File: config.mk
export PLATFORM = sky130hd
export DESIGN_NAME = psa_slave_end_flat
export DESIGN_NICKNAME = d
export VERILOG_FILES = /design/src/hw/psa_pkg.sv /design/src/hw/psa_link_if.sv /design/src/hw/psa_slave_end.sv /design/src/flat_wrapper.sv
export VERILOG_INCLUDE_DIRS = /design/src /design/src/hw
export SDC_FILE = /design/constraint.sdc
export NUM_CORES = 1
export LEC_CHECK = 0
export BUFFER_PORTS_ARGS = -buffer_cell sky130_fd_sc_hd__buf_2
export CAP_MARGIN = 25
export CORE_MARGIN = 1.5
export CORE_UTILIZATION = 45
export CTS_CLUSTER_DIAMETER = 40
export DETAILED_ROUTE_END_ITERATION = 6
export PLACE_DENSITY = 0.71
export SLEW_MARGIN = 20
export SYNTH_ARGS = -nofsm -noshare
export SYNTH_HDL_FRONTEND = slang
export SYNTH_SLANG_ARGS = --single-unit
File: constraint.sdc
create_clock -name clk_sys -period 5.54 [get_ports clk_sys]
set_input_delay 0.554 -clock clk_sys [delete_from_list [all_inputs] [get_ports clk_sys]]
set_output_delay 0.554 -clock clk_sys [all_outputs]
set_load 0.01 [all_outputs]
File: src/hw/psa_defines.svh
/*
 * shared constants of the piconet slot access ends: timing, codes, voice gap limits.
 * assumes inclusion by the package and by both end modules.
 */
`ifndef PSA_DEFINES_SVH
`define PSA_DEFINES_SVH
// ----------------------------------------
// timing
// ----------------------------------------
`define PSA_CLK_NS    5
`define PSA_SLOT_NS   625000
`define PSA_SLOT_CYC  ((`PSA_SLOT_NS) / (`PSA_CLK_NS))
`define PSA_CNT_W     16
// ----------------------------------------
// addresses and channel codes
// ----------------------------------------
`define PSA_AM_BCAST  3'h0
`define PSA_LCH_FLUSH 2'h2
`define PSA_LCH_CONT  2'h1
// ----------------------------------------
// master-to-slave packet kinds
// ----------------------------------------
`define PSA_K_NULL    3'h0
`define PSA_K_POLL    3'h1
`define PSA_K_DATA    3'h2
`define PSA_K_UNPARK  3'h3
`define PSA_K_SCAN    3'h4
// ----------------------------------------
// slave-to-master packet kinds
// ----------------------------------------
`define PSA_S_ACCREQ  2'h1
`define PSA_S_REPLY   2'h2
`define PSA_S_DATA    2'h3
// ----------------------------------------
// scatternet voice gap
// ----------------------------------------
`define PSA_GAP_SLOTS  3'h4
`define PSA_VISIT_LO   3'h1
`define PSA_VISIT_HI   3'h2
`endif

File: src/hw/psa_pkg.sv
/*
 * types of the piconet slot access ends.
 * assumes psa_defines.svh on the include path.
 */
`include "psa_defines.svh"
package psa_pkg;
    // slave end states, one-hot
    typedef enum logic [5:0] {
        PSA_ST_ACTIVE = 6'h01,
        PSA_ST_PARKED = 6'h02,
        PSA_ST_ACCESS = 6'h04,
        PSA_ST_POST   = 6'h08,
        PSA_ST_WPOLL  = 6'h10,
        PSA_ST_SLEEP  = 6'h20
    } psa_sst_e;
    typedef logic [`PSA_CNT_W-1:0] psa_cnt_t;
endpackage : psa_pkg

File: src/hw/psa_link_if.sv
/*
 * slot-level link between the piconet master end and one slave end.
 * assumes both ends run on the same clk_sys; m_slot marks each master slot.
 */
`timescale 1ns/1ps
interface psa_link_if;
    // master-to-slave slot
    logic        m_slot;
    logic        m_valid;
    logic        m_addr_ok;
    logic [2:0]  m_am;
    logic [2:0]  m_kind;
    logic [1:0]  m_lch;
    logic [7:0]  m_pm;
    logic [47:0] m_uid;
    logic        m_by_uid;
    logic [2:0]  m_new_am;
    logic [7:0]  m_arg;
    logic        m_beacon;
    logic        m_win;
    logic [3:0]  m_win_idx;
    logic        m_win_last;
    // slave-to-master slot
    logic        s_valid;
    logic [1:0]  s_kind;
    logic [2:0]  s_am;
    logic [3:0]  s_ar;
    modport master (
        output m_slot, m_valid, m_addr_ok, m_am, m_kind, m_lch, m_pm, m_uid, m_by_uid,
        output m_new_am, m_arg, m_beacon, m_win, m_win_idx, m_win_last,
        input  s_valid, s_kind, s_am, s_ar
    );
    modport slave (
        input  m_slot, m_valid, m_addr_ok, m_am, m_kind, m_lch, m_pm, m_uid, m_by_uid,
        input  m_new_am, m_arg, m_beacon, m_win, m_win_idx, m_win_last,
        output s_valid, s_kind, s_am, s_ar
    );
endinterface : psa_link_if

File: src/hw/psa_slave_end.sv
/*
 * slave end: transmit permission, park access, unpark handshake, scan window,
 * scatternet offsets and roles.
 * assumes the master end drives the link on the same clk_sys.
 */
`timescale 1ns/1ps
`include "psa_defines.svh"
module psa_slave_end
    import psa_pkg::*;
(
    // clock, reset, enable
    input  wire logic        clk_sys,
    input  wire logic        sys_rst,
    input  wire logic        ce,
    // link
    psa_link_if.slave        lnk,
    // programmed figures
    input  wire psa_cnt_t    n_poll,
    input  wire psa_cnt_t    new_link_timeout,
    // identity and park setup
    input  wire logic [47:0] unit_unique_address,
    input  wire logic        am_load,
    input  wire logic [2:0]  active_member_address,
    input  wire logic        park_go,
    input  wire logic [7:0]  parked_member_address,
    input  wire logic [3:0]  access_request_slot_address,
    input  wire logic        acc_req,
    // active traffic
    input  wire logic        tx_pend,
    input  wire logic        sco_slot,
    input  wire logic        voice_packet_three_slot,
    // scatternet
    input  wire logic [27:0] native_clk,
    input  wire logic        off_wr,
    input  wire logic        off_sel,
    input  wire logic [27:0] off_val,
    input  wire logic        pico_sel,
    input  wire logic        page_go,
    input  wire logic        role_swap,
    // status
    output psa_sst_e         state,
    output logic             is_active,
    output logic             tx_go,
    output logic             unpark_ok,
    output logic             scan_on,
    output logic [27:0]      mclk,
    output logic [1:0]       is_master,
    output logic             role_refused,
    output logic             visit_ok
);
    typedef struct packed {
        psa_sst_e        st;
        logic [2:0]      am;
        logic [7:0]      pm;
        logic [3:0]      ar;
        logic            req_pend;
        logic            unparked;
        psa_cnt_t        cnt;
        logic            s_valid;
        logic [1:0]      s_kind;
        logic            tx_go, unpark_ok, scan_arm, scan_on, refused, visit_ok, is_active;
        logic [7:0]      scan_len;
        logic [7:0]      scan_cnt;
        logic [1:0][27:0] off;
        logic [27:0]     mclk;
        logic [1:0]      is_master;
        logic [2:0]      gap;
    } psa_slv_s;

    psa_slv_s r_r;
    psa_slv_s r_nxt;
    logic     bcast_rx;
    logic     unpark_hit;
    logic     own_hdr;

    // header decode of the current master slot
    assign bcast_rx   = lnk.m_slot && lnk.m_valid && lnk.m_addr_ok
                        && lnk.m_am == `PSA_AM_BCAST;
    assign unpark_hit = bcast_rx && lnk.m_kind == `PSA_K_UNPARK
                        && (lnk.m_by_uid ? lnk.m_uid == unit_unique_address
                                         : lnk.m_pm == r_r.pm);
    assign own_hdr    = lnk.m_slot && lnk.m_valid && lnk.m_addr_ok
                        && lnk.m_am == r_r.am && r_r.am != `PSA_AM_BCAST;

    // ----------------------------------------
    // next state
    // ----------------------------------------
    always_comb begin
        r_nxt           = r_r;
        r_nxt.s_valid   = 1'b0;
        r_nxt.tx_go     = 1'b0;
        r_nxt.unpark_ok = 1'b0;
        r_nxt.refused   = 1'b0;
        if (acc_req)
            r_nxt.req_pend = 1'b1;
        if (am_load)
            r_nxt.am = active_member_address;
        // park / unpark sequence
        case (r_r.st)
            PSA_ST_ACTIVE: begin
                if (park_go) begin
                    r_nxt.st       = PSA_ST_PARKED;
                    r_nxt.pm       = parked_member_address;
                    r_nxt.ar       = access_request_slot_address;
                    r_nxt.am       = `PSA_AM_BCAST;
                    r_nxt.req_pend = 1'b0;
                    r_nxt.unparked = 1'b0;
                end else if (own_hdr) begin
                    r_nxt.s_valid = 1'b1;
                    r_nxt.s_kind  = tx_pend ? `PSA_S_DATA : `PSA_S_REPLY;
                    r_nxt.tx_go   = tx_pend;
                end else if (lnk.m_slot && sco_slot
                             && !(lnk.m_valid && lnk.m_addr_ok)) begin
                    r_nxt.s_valid = 1'b1;
                    r_nxt.s_kind  = `PSA_S_DATA;
                    r_nxt.tx_go   = 1'b1;
                end
            end
            PSA_ST_PARKED, PSA_ST_SLEEP: begin
                if (unpark_hit) begin
                    r_nxt.st       = PSA_ST_ACCESS;
                    r_nxt.unparked = 1'b1;
                    r_nxt.am       = lnk.m_new_am;
                end else if (r_r.req_pend && (r_r.st == PSA_ST_PARKED || lnk.m_beacon))
                    r_nxt.st = PSA_ST_ACCESS;
            end
            PSA_ST_ACCESS: begin
                if (unpark_hit) begin
                    r_nxt.unparked = 1'b1;
                    r_nxt.am       = lnk.m_new_am;
                end else if (bcast_rx && lnk.m_win && r_r.req_pend && !r_r.unparked
                             && lnk.m_win_idx == r_r.ar) begin
                    r_nxt.s_valid = 1'b1;
                    r_nxt.s_kind  = `PSA_S_ACCREQ;
                end
                if (lnk.m_slot && lnk.m_win_last) begin
                    r_nxt.st  = PSA_ST_POST;
                    r_nxt.cnt = n_poll;
                end
            end
            PSA_ST_POST: begin
                if (unpark_hit) begin
                    r_nxt.unparked = 1'b1;
                    r_nxt.am       = lnk.m_new_am;
                end
                if (lnk.m_slot) begin
                    if (r_r.cnt != '0)
                        r_nxt.cnt = r_r.cnt - 1'b1;
                    else if (r_r.unparked || unpark_hit) begin
                        r_nxt.st  = PSA_ST_WPOLL;
                        r_nxt.cnt = new_link_timeout;
                    end else
                        r_nxt.st = PSA_ST_SLEEP;
                end
            end
            PSA_ST_WPOLL: begin
                if (own_hdr && lnk.m_kind == `PSA_K_POLL) begin
                    r_nxt.st        = PSA_ST_ACTIVE;
                    r_nxt.s_valid   = 1'b1;
                    r_nxt.s_kind    = `PSA_S_REPLY;
                    r_nxt.unpark_ok = 1'b1;
                    r_nxt.unparked  = 1'b0;
                    r_nxt.req_pend  = 1'b0;
                end else if (lnk.m_slot) begin
                    if (r_r.cnt != '0)
                        r_nxt.cnt = r_r.cnt - 1'b1;
                    else begin
                        r_nxt.st       = PSA_ST_PARKED;
                        r_nxt.unparked = 1'b0;
                        r_nxt.req_pend = 1'b0;
                        r_nxt.am       = `PSA_AM_BCAST;
                    end
                end
            end
            default: r_nxt.st = PSA_ST_PARKED;
        endcase
        // broadcast scan window from the beacon instant
        if (bcast_rx && lnk.m_kind == `PSA_K_SCAN) begin
            r_nxt.scan_arm = 1'b1;
            r_nxt.scan_len = lnk.m_arg;
        end
        if (lnk.m_slot) begin
            if (lnk.m_beacon && (r_r.scan_arm || r_nxt.scan_arm)) begin
                r_nxt.scan_arm = 1'b0;
                r_nxt.scan_on  = (r_nxt.scan_len != 8'h0);
                r_nxt.scan_cnt = r_nxt.scan_len - 8'h1;
            end else if (r_r.scan_on) begin
                r_nxt.scan_on  = (r_r.scan_cnt != 8'h0);
                r_nxt.scan_cnt = r_r.scan_cnt - 8'h1;
            end
            // voice gap: slots 1 and 2 of four, slots 3 and 4 are guard time
            r_nxt.gap      = sco_slot ? 3'h0 : (r_r.gap == `PSA_GAP_SLOTS ? r_r.gap
                                                                     : r_r.gap + 3'h1);
            r_nxt.visit_ok = voice_packet_three_slot && r_nxt.gap >= `PSA_VISIT_LO
                             && r_nxt.gap <= `PSA_VISIT_HI;
        end
        // scatternet clock offsets and roles
        if (off_wr)
            r_nxt.off[off_sel] = off_val;
        r_nxt.mclk = native_clk + r_r.off[pico_sel];
        if (page_go || role_swap) begin
            if (!r_r.is_master[pico_sel] && r_r.is_master[~pico_sel])
                r_nxt.refused = 1'b1;
            else begin
                r_nxt.is_master[pico_sel] = page_go ? 1'b1
                                                    : ~r_r.is_master[pico_sel];
                if (r_nxt.is_master[pico_sel])
                    r_nxt.off[pico_sel] = 28'h0;
            end
        end
        // active flag kept in a flop so the output needs no gate after it
        r_nxt.is_active = (r_nxt.st == PSA_ST_ACTIVE) || r_nxt.unparked;
    end

    // ----------------------------------------
    // state register
    // ----------------------------------------
    always_ff @(posedge clk_sys or posedge sys_rst) begin
        if (sys_rst) begin
            r_r    <= '0;
            r_r.st <= PSA_ST_ACTIVE;
        end else if (ce)
            r_r <= r_nxt;
    end

    // link and status outputs
    assign lnk.s_valid  = r_r.s_valid;
    assign lnk.s_kind   = r_r.s_kind;
    assign lnk.s_am     = r_r.am;
    assign lnk.s_ar     = r_r.ar;
    assign state        = r_r.st;
    assign is_active    = r_r.is_active;
    assign tx_go        = r_r.tx_go;
    assign unpark_ok    = r_r.unpark_ok;
    assign scan_on      = r_r.scan_on;
    assign mclk         = r_r.mclk;
    assign is_master    = r_r.is_master;
    assign role_refused = r_r.refused;
    assign visit_ok     = r_r.visit_ok;
endmodule : psa_slave_end

File: src/flat_wrapper.sv
// flat-port wrapper written by rule: the top's interface ports become plain ports
module psa_slave_end_flat import psa_pkg::*;
  (clk_sys, sys_rst, ce, n_poll, new_link_timeout, unit_unique_address, am_load, active_member_address, park_go, parked_member_address, access_request_slot_address, acc_req, tx_pend, sco_slot, voice_packet_three_slot, native_clk, off_wr, off_sel, off_val, pico_sel, page_go, role_swap, state, is_active, tx_go, unpark_ok, scan_on, mclk, is_master, role_refused, visit_ok, lnk_m_slot, lnk_m_valid, lnk_m_addr_ok, lnk_m_am, lnk_m_kind, lnk_m_lch, lnk_m_pm, lnk_m_uid, lnk_m_by_uid, lnk_m_new_am, lnk_m_arg, lnk_m_beacon, lnk_m_win, lnk_m_win_idx, lnk_m_win_last, lnk_s_valid, lnk_s_kind, lnk_s_am, lnk_s_ar);
  psa_link_if lnk_i ();
  input  wire logic clk_sys;
  input  wire logic sys_rst;
  input  wire logic ce;
  input  wire psa_cnt_t n_poll;
  input  wire psa_cnt_t new_link_timeout;
  input  wire logic [47:0] unit_unique_address;
  input  wire logic am_load;
  input  wire logic [2:0] active_member_address;
  input  wire logic park_go;
  input  wire logic [7:0] parked_member_address;
  input  wire logic [3:0] access_request_slot_address;
  input  wire logic acc_req;
  input  wire logic tx_pend;
  input  wire logic sco_slot;
  input  wire logic voice_packet_three_slot;
  input  wire logic [27:0] native_clk;
  input  wire logic off_wr;
  input  wire logic off_sel;
  input  wire logic [27:0] off_val;
  input  wire logic pico_sel;
  input  wire logic page_go;
  input  wire logic role_swap;
  output psa_sst_e state;
  output logic is_active;
  output logic tx_go;
  output logic unpark_ok;
  output logic scan_on;
  output logic [27:0] mclk;
  output logic [1:0] is_master;
  output logic role_refused;
  output logic visit_ok;
  input wire logic [$bits(lnk_i.m_slot)-1:0] lnk_m_slot;
  input wire logic [$bits(lnk_i.m_valid)-1:0] lnk_m_valid;
  input wire logic [$bits(lnk_i.m_addr_ok)-1:0] lnk_m_addr_ok;
  input wire logic [$bits(lnk_i.m_am)-1:0] lnk_m_am;
  input wire logic [$bits(lnk_i.m_kind)-1:0] lnk_m_kind;
  input wire logic [$bits(lnk_i.m_lch)-1:0] lnk_m_lch;
  input wire logic [$bits(lnk_i.m_pm)-1:0] lnk_m_pm;
  input wire logic [$bits(lnk_i.m_uid)-1:0] lnk_m_uid;
  input wire logic [$bits(lnk_i.m_by_uid)-1:0] lnk_m_by_uid;
  input wire logic [$bits(lnk_i.m_new_am)-1:0] lnk_m_new_am;
  input wire logic [$bits(lnk_i.m_arg)-1:0] lnk_m_arg;
  input wire logic [$bits(lnk_i.m_beacon)-1:0] lnk_m_beacon;
  input wire logic [$bits(lnk_i.m_win)-1:0] lnk_m_win;
  input wire logic [$bits(lnk_i.m_win_idx)-1:0] lnk_m_win_idx;
  input wire logic [$bits(lnk_i.m_win_last)-1:0] lnk_m_win_last;
  output wire logic [$bits(lnk_i.s_valid)-1:0] lnk_s_valid;
  output wire logic [$bits(lnk_i.s_kind)-1:0] lnk_s_kind;
  output wire logic [$bits(lnk_i.s_am)-1:0] lnk_s_am;
  output wire logic [$bits(lnk_i.s_ar)-1:0] lnk_s_ar;
  assign lnk_i.m_slot = lnk_m_slot;
  assign lnk_i.m_valid = lnk_m_valid;
  assign lnk_i.m_addr_ok = lnk_m_addr_ok;
  assign lnk_i.m_am = lnk_m_am;
  assign lnk_i.m_kind = lnk_m_kind;
  assign lnk_i.m_lch = lnk_m_lch;
  assign lnk_i.m_pm = lnk_m_pm;
  assign lnk_i.m_uid = lnk_m_uid;
  assign lnk_i.m_by_uid = lnk_m_by_uid;
  assign lnk_i.m_new_am = lnk_m_new_am;
  assign lnk_i.m_arg = lnk_m_arg;
  assign lnk_i.m_beacon = lnk_m_beacon;
  assign lnk_i.m_win = lnk_m_win;
  assign lnk_i.m_win_idx = lnk_m_win_idx;
  assign lnk_i.m_win_last = lnk_m_win_last;
  assign lnk_s_valid = lnk_i.s_valid;
  assign lnk_s_kind = lnk_i.s_kind;
  assign lnk_s_am = lnk_i.s_am;
  assign lnk_s_ar = lnk_i.s_ar;
  psa_slave_end u_core (.clk_sys(clk_sys), .sys_rst(sys_rst), .ce(ce), .lnk(lnk_i), .n_poll(n_poll), .new_link_timeout(new_link_timeout), .unit_unique_address(unit_unique_address), .am_load(am_load), .active_member_address(active_member_address), .park_go(park_go), .parked_member_address(parked_member_address), .access_request_slot_address(access_request_slot_address), .acc_req(acc_req), .tx_pend(tx_pend), .sco_slot(sco_slot), .voice_packet_three_slot(voice_packet_three_slot), .native_clk(native_clk), .off_wr(off_wr), .off_sel(off_sel), .off_val(off_val), .pico_sel(pico_sel), .page_go(page_go), .role_swap(role_swap), .state(state), .is_active(is_active), .tx_go(tx_go), .unpark_ok(unpark_ok), .scan_on(scan_on), .mclk(mclk), .is_master(is_master), .role_refused(role_refused), .visit_ok(visit_ok));
endmodule
==> results by group, run 1 <==
Clocking
  • Clock slew at the register clock pins of the worst setup and hold paths: 0.07 ns
  • Setup bufs post-CTS: 0
  • Clk buf depth: 2
  • Number of buffers created by CTS: 17
  • H-Tree Depth: 4
  • Clock Latency Late Sink: ~0.44 ns
  • CTS tree: built
  • Num Clock Sinks: between 150 and 200
  • CTS Root Cell: clkbuf_16

Layout
  • Synthesis-to-layout area growth: 19.71%
  • Layout cells sized above 1: 0.3218
  • Core Util, Final: 0.5468
  • Total Nets Final: roughly 1700
  • Footprint of the multi-input gates: slightly below 0.006 mm²
  • Fill cells: 2084
  • Reg area: 0.003855 mm²
  • Final instance area: between 0.01 and 0.015 mm²

Floorplanning
  • Core footprint: roughly 0.023 mm²
  • DIE AREA: approximately 0.024 mm²
  • FP Rows: 55
  • Initial Utilization: 0.4568
  • # IOs: 303
  • Die width: ~150 µm
  • Die Y: ~150 µm

GRT
  • Overflow after GRT: 0
  • Routing usage on met3: 0.05099
  • First-pass GRT wire length: 46.53 mm
  • GRT Total Usage: 0.2458
  • Largest net degree at the start of global routing: 79
  • Initial antenna violation count: 6
  • GR peak layer: met2
  • Met1 usage: 0.3341
  • Vias in the first global route: between 8000 and 9000
  • M2 GR Usage: 0.3906

Synth
  • Yosys warns: 0
  • #FFs+latches synth: 154
  • Most frequent cell after synthesis: nand2_1
  • Number of synthesized flops with an enable pin: 0
  • Netlist cell types: 77
  • Share of the synthesized area in the top cell type: 0.3713
  • Synthesized area per cell: 8.998 µm²
  • Seq/Total Area, Yosys: 0.3739
  • Top cells by count, synth: 168 x nand2_1, 153 x dfrtp_1, 115 x a21oi_1
  • Syn Nets: roughly 1400
  • Ys async rst share: 1.000
  • Post-Synthesis Cells: 1146
  • Mapped cell area: ~0.010 mm²
  • Dominant synthesized flop cell: dfrtp_1
  • Dominant cell type by area after synthesis: dfrtp_1
  • Area contributors post-synth: dfrtp_1 37%, mux2_2 8.0%, nand2_1 6.1%, a21oi_1 5.6%, xnor2_1 4.4%

Worst setup path
  • Reg-to-reg startpoint: u_core.r_r[121]
  • Worst Path Required: slightly below 6 ns
  • Worst Reg2Reg Path Length in Cells: 8
  • CP arrival: around 4.3 ns
  • Worst setup EP type: flip-flop
  • Critical Path Source Type: flip-flop
  • Reg2Reg Capture Point: u_core.r_r[116]
  • CP Max Fanout: 16
  • CP Class: flip-flop to flip-flop
  • R2r setup slk: 1.60 ns

STA
  • Pins Over Slew Limit: 0
  • Clock skew: roughly 0.013 ns
  • RSZ-0062 raised after global routing: false
  • Peak Freq: ~250 MHz
  • Setup ws final: roughly 1.6 ns
  • Setup TNS: 0 ns
  • Relative slew slack: 0.2946
  • Tightest Pin Transition: 1.058 ns
  • Final setup vio count: 0
  • Final min period: a little under 4 ns
  • Final period util: 0.7111
  • Hold Vio Cnt, Final: 0

Min path
  • Hold Crit Class: input port to flip-flop
  • HP Start: parked_member_address[5]
  • Hold depth: 2
  • Hold Crit Endpoint: u_core.r_r[142]

Power
  • Final Power: ~0.0046 W
  • Leak: between 5 and 6 nW
  • Power Density: ~380 mW/mm²
  • Peak VDD IR: 0.1953 mV

Run
  • Max cap viols: 0

Status
  • Status: finished clean

Drt
  • Vias: 9351
  • Final WL: 29.08 mm
  • Remaining DRCs: 0
  • Wirelength per Cell: about 17 µm
  • Drt pass-1 iters: 5
  • DRT antenna net count: 0
  • Vias/cell: about 5.6
  • DR iter-0 viols: about 570

Placed design
  • DP Worst Slack: between 1 and 1.5 ns
  • Placed cell areas: 0.01171 mm²
  • PortBufs: 300
  • Detailed Place HPWL: approximately 21 mm
  • Gp weighted congestion: between 0.8 and 0.9
## worst max-delay path by stage
stage	start	endpoint	slack, ns	cells past startpoint
floorplan	sys_rst	u_core.is_active	0.84	1
global placement	pico_sel	u_core.mclk[27]	1.26	12
detailed placement	pico_sel	u_core.mclk[27]	1.17	12
CTS	u_core.r_r[121]	u_core.r_r[116]	1.62	8
global route	pico_sel	u_core.mclk[21]	1.28	12
finish	u_core.r_r[121]	u_core.r_r[116]	1.60	8
## report_power, final
part,internal [W],switching [W],total [W]
Clock,0.000686,0.000522,0.00121
Combinational,0.000792,0.000914,0.00171
Sequential,0.00146,0.000263,0.00172
Total,0.00294,0.00170,0.00464
## final cells by class
type,instances,area share
Inverter,33,0.01044
Sequential cell,154,0.3123
Tap cell,285,0.02889
Clock buffer,18,0.03558
Clock inverter,14,0.01308
Multi-Input combinational cell,861,0.4694
Antenna cell,5,0.001014
Timing Repair Buffer,312,0.1292
## kinds of logic after synthesis
group | count (synthesis) | synth area share
AOI/OAI and AO/OA | 299 | 0.1881
xor gates and xnor gates | 84 | 0.07135
adders and majority gates | 33 | 0.04077
buffers and inverters | 131 | 0.06710
DFF | 154 | 0.3739
muxes | 81 | 0.08797
and+or+nand+nor | 364 | 0.1709
## flip-flops by register name (all words and copies together) (netlist names)
| name | flops |
|---|---|
| u_core.state | 6 |
| u_core.r_r | 102 |
| u_core.scan_on | 1 |
| u_core.lnk.s_ar | 4 |
| u_core.lnk.s_valid | 1 |
| u_core.unpark_ok | 1 |
| u_core.lnk.s_am | 3 |
| u_core.visit_ok | 1 |
| u_core.is_master | 2 |
| u_core.is_active | 1 |
| u_core.mclk | 28 |
| u_core.role_refused | 1 |
| u_core.lnk.s_kind | 2 |
| u_core.tx_go | 1 |
## per-stage QoR
step	instances	hold WS [ns]
global route	1679	0.3471
floorplan	1146	0.4548
global placement	1643	0.4535
CTS	1676	0.3314
detailed placement	1643	0.4551
finish	1682	0.3466
## cells in the final DEF, fill, tap and decap left out, types with 7 or more instances in the layout
cell	netlist	routed
a22o_1	15	15
clkbuf_16	0	17
nor2_1	59	57
o211ai_1	7	7
buf_2	6	301
nand4_1	15	15
dfrtp_1	153	153
o21ai_0	43	43
o21ai_2	10	10
nand2b_1	12	12
a221oi_1	14	14
xor2_1	32	32
o31ai_1	7	7
and3_1	9	9
inv_1	33	32
buf_4	45	9
mux2i_1	7	7
a22oi_1	11	11
nor4_1	15	15
nand2_1	168	168
nor3_1	17	17
ha_1	32	32
nand3_1	23	23
xnor2_1	52	52
a21o_1	15	15
mux2_2	73	73
a21oi_1	115	115
## worst max-delay path, cell delays in order, from the launching register on
cell      delay (ns)
dfrtp_1         0.43
or4_1           0.71
nor3_4          0.22
nand2b_2        0.14
nor4_4          0.30
nand2_1         0.10
a211oi_2        0.74
nand2b_1        0.82
mux2_4          0.36
## repair_timing
item	4_1_cts	5_1_grt
resized for setup	0	0
hold endpoints to repair	7	0
setup endpoints to repair	0	0
hold buffers	1	0
## layer usage
metal | wire [µm] | part of all wire | vias up
met1 | 13310 | 0.46 | 4475
met2 | 13440 | 0.46 | 281
met3 | 1649 | 0.057 | 45
met5 | 34 | 0.0012 | -
met4 | 649 | 0.022 | 6
li1 | - | - | 4544
Note: power is estimated with default switching activity, not from simulation.
==> inputs of run 2 (changes only) <==
- ABC_AREA: default -> 1
- PLACE_DENSITY: 0.71 -> 0.73
- clock period: 5.54 -> 3.3 ns (I/O delays scaled with it)
==> results by group, run 2 <==
Worst setup path
  • CP arrival: 3.08 ns (-1.17 ns)
  • Crit path cell chain: o21ai_0 > inv_1 > ha_1 > nand2_1 > o21ai_0 > a21oi_1 > inv_1 > nand2_1 > nand2_1 > inv_1 > o21bai_1 > xor2_1 > o21ai_0
  • CP Max Fanout: 4 (-12)
  • Worst Path Required: 3.56 ns (-2.29 ns)
  • Delay of the slowest cell on the worst path: 0.43 ns (-0.39 ns)
  • Crit path from: u_core.r_r[34]
  • Critical Path Source Type: flip-flop
  • Reg-to-reg startpoint: u_core.r_r[34]
  • CP max stage cell: o21ai_0
  • Sum of buffers and inverters on the critical path: 3 (+3)
  • CP top delay family: compound AO/OA/AOI/OAI gates
  • Worst setup EP type: flip-flop
  • CP Class: flip-flop to flip-flop

Synth
  • Top cells by count, synth: 411 x nand2_1, 244 x inv_1, 209 x nor2_1
  • Simple-gate share of the synthesized area: 0.2894 (+0.1186)
  • #FFs+latches synth: 154 (unchanged)
  • Largest family of logic cells by synthesized area: simple AND/OR/NAND/NOR gates
  • Dominant cell type by area after synthesis: dfrtp_1
  • Yosys warns: 0 (unchanged)
  • Ys async rst share: 1.000 (unchanged)
  • Seq/Total Area, Yosys: 0.3436 (-0.03023)
  • Mapped cell area: 0.01122 mm² (+8.8%)
  • Post-synthesis adder-cell area fraction: 0.03747 (-0.003297)
  • Dominant synthesized flop cell: dfrtp_1
  • Syn Nets: 1914 (+34%)
  • Share of the synthesized area in the top cell type: 0.3413 (-0.03002)
  • Most frequent cell after synthesis: nand2_1
  • Netlist cell types: 53 (-31%)
  • Post-Synthesis Cells: 1630 (+42%)
  • Synthesized area per cell: 6.882 µm² (-24%)
  • Number of synthesized flops with an enable pin: 0 (unchanged)
  • Area contributors post-synth: dfrtp_1 34%, nand2_1 14%, inv_1 8.2%, nor2_1 7.0%, o21ai_0 4.6%
  • Xor/xnor share of the synthesized area: 0.02186 (-0.04949)
  • Post-synthesis mux area share: 0.02889 (-0.05909)
  • Post-synthesis compound-gate area fraction: 0.1470 (-0.04108)

STA
  • Setup ws final: 0.4803 ns (-1.120 ns)
  • Hold Vio Cnt, Final: 1 (+1)
  • Peak Freq: 354.6 MHz (+40%)
  • Hold_ws: -0.003379 ns (-0.3500 ns)
  • Final min period: 2.820 ns (-1.120 ns)
  • Setup TNS: 0 ns (unchanged)
  • RSZ-0062 raised after global routing: false
  • Relative slew slack: 0.3821 (+0.08749)
  • Final period util: 0.8545 (+0.1433)
  • Clock skew: 0.01846 ns (+0.005612 ns)
  • Tightest Pin Transition: 0.9256 ns (-0.1326 ns)
  • Pins Over Slew Limit: 0 (unchanged)
  • Final setup vio count: 0 (unchanged)

GRT
  • Overflow after GRT: 0 (unchanged)
  • Largest net degree at the start of global routing: 101 (+28%)
  • GRT Total Usage: 0.2480 (+0.002214)
  • Initial antenna violation count: 1 (-5)
  • First-pass GRT wire length: 51.60 mm (+11%)
  • Vias in the first global route: 10530 (+17%)

Status
  • Status: complete, but fails checks
  • Violated checks: hold timing

Drt
  • Vias/cell: 5.056 (-9.1%)
  • Wirelength per Cell: 14.52 µm (-16%)
  • Vias: 11200 (+20%)
  • Final WL: 32.17 mm (+11%)
  • Drt pass-1 iters: 7 (+2)
  • DR iter-0 viols: 704 (+24%)
  • DRT antenna net count: 0 (unchanged)
  • Remaining DRCs: 0 (unchanged)

Clocking
  • Clock slew at the register clock pins of the worst setup and hold paths: 0.08 ns (about the same)
  • Num Clock Sinks: 154 (unchanged)
  • Clock Latency Late Sink: 0.43 ns (about the same)
  • H-Tree Depth: 4 (unchanged)
  • Clk buf depth: 2 (unchanged)
  • CTS tree: built
  • Hold Buf Count CTS: 0 (-1)
  • Number of buffers created by CTS: 17 (unchanged)
  • Post-CTS Resized: 0 (unchanged)
  • CTS Root Cell: clkbuf_16
  • Setup bufs post-CTS: 0 (unchanged)

Placed design
  • Detailed Place HPWL: 25.06 mm (+17%)
  • Placed cell areas: 0.01273 mm² (+8.7%)
  • Placed cells: 2182 (+33%)
  • DP Worst Slack: 0.2591 ns (-0.9136 ns)
  • PortBufs: 300 (unchanged)
  • Gp weighted congestion: 0.9173 (+3.2%)

Floorplanning
  • # IOs: 303 (unchanged)
  • FP Rows: 57 (+3.6%)
  • DIE AREA: 0.02589 mm² (+8.6%)
  • Die width: 160.9 µm (+4.2%)
  • Initial Utilization: 0.4599 (+0.003118)
  • Die Y: 160.9 µm (+4.2%)
  • Core footprint: 0.02439 mm² (+8.1%)

Layout
  • Commonest non-fill, non-tap cell in the layout: nand2_1
  • Final std cells w/o fill: 2215 (+32%)
  • Total Nets Final: 2161 (+30%)
  • Layout cells sized above 1: 0.2095 (-0.1123)
  • Synthesis-to-layout area growth: 18.97%
  • Largest Register: u_core.r_r
  • Final instance area: 0.01335 mm² (+8.1%)
  • Max reg flops: 102 (unchanged)
  • Most frequent cells in the layout: 411 x nand2_1, 300 x buf_2, 242 x inv_1
  • Fill cells: 2381 (+14%)

Power
  • Peak VDD IR: 0.3689 mV (+89%)
  • Final Power: 0.008009 W (+73%)
  • Leak: 7.462 nW (+28%)
  • Power Density: 600.1 mW/mm² (+60%)

Run
  • Max cap viols: 0 (unchanged)

Min path
  • Hold Crit Class: input port to asynchronous set/reset pin
run 2: cell types whose count changed in the layout (fill, tap and decap cells not counted), sizes merged, moves of 41 or more:
cell / before / now
nand2: 168 / 416
inv: 39 / 252
nor2: 59 / 214
mux2: 74 / 3
o21ai: 59 / 114
nand3: 23 / 70
a21oi: 115 / 69
xnor2: 52 / 11
run 2: layout make-up:
cell class | instances | area (µm²) | share of cell area
inverters | 247 | 932.1 | 0.06984
clock inverters | 15 | 186.4 | 0.01397
diodes | 1 | 2.502 | 0.0001875
multi-input cells | 1140 | 5886 | 0.4410
well taps | 324 | 405.4 | 0.03037
repair buffers | 317 | 1654 | 0.1239
clock buffers | 17 | 425.4 | 0.03187
flip-flops and latches | 154 | 3855 | 0.2888
run 2: final timing paths:
path	end	slack, ns	cells after the start
max	u_core.mclk[13]	0.48	13
min	u_core.mclk[5]	-0.003	3
max reg2reg	u_core.mclk[13]	0.48	13
min reg2reg	u_core.mclk[0]	0.47	2
max in group asynchronous	u_core.r_r[139]	2.75	3
min in group clk_sys	u_core.lnk.s_ar[2]	0.15	2
run 2: stage by stage:
| stage | util | hold slack [ns] |
|---|---|---|
| after global routing | 0.5472 | 0.03989 |
| after floorplan | - | 0.4431 |
| after global placement | 0.5220 | 0.4549 |
| after CTS | 0.5471 | 0.01105 |
| final | 0.5472 | -0.003379 |
| after detailed placement | 0.5220 | 0.4574 |
run 2: layer usage:
layer / vias up / wire, µm / global-route usage
met1: 5096 / 14240 / 0.3211
li1: 5672 / - / -
met5: - / 0 / 0
met4: 0 / 660 / 0.07197
met3: 46 / 2005 / 0.03951
met2: 384 / 15260 / 0.4267
run 2: worst reg2reg max path: cells and delay by family, from the launching register on:
kind            cells  cell delay (ns)
fa+ha+maj           1             0.29
flops               1             0.38
buf+inv             3             0.25
simple gates        3             0.21
compound gates      5             1.30
xor+xnor            1             0.22
run 2: cells by family after synthesis:
kind of cell,Yosys count
buffers and inverters,336
adder cells (fa/ha/maj),33
multiplexers,32
flip-flops,154
XOR/XNOR,28
AND/OR/NAND/NOR,768
AO/OA/AOI/OAI,279
run 2: report_power, final:
group          internal (W)  switching [W]
combinational       0.00121        0.00192
clock               0.00121       0.000876
sequential          0.00244       0.000357
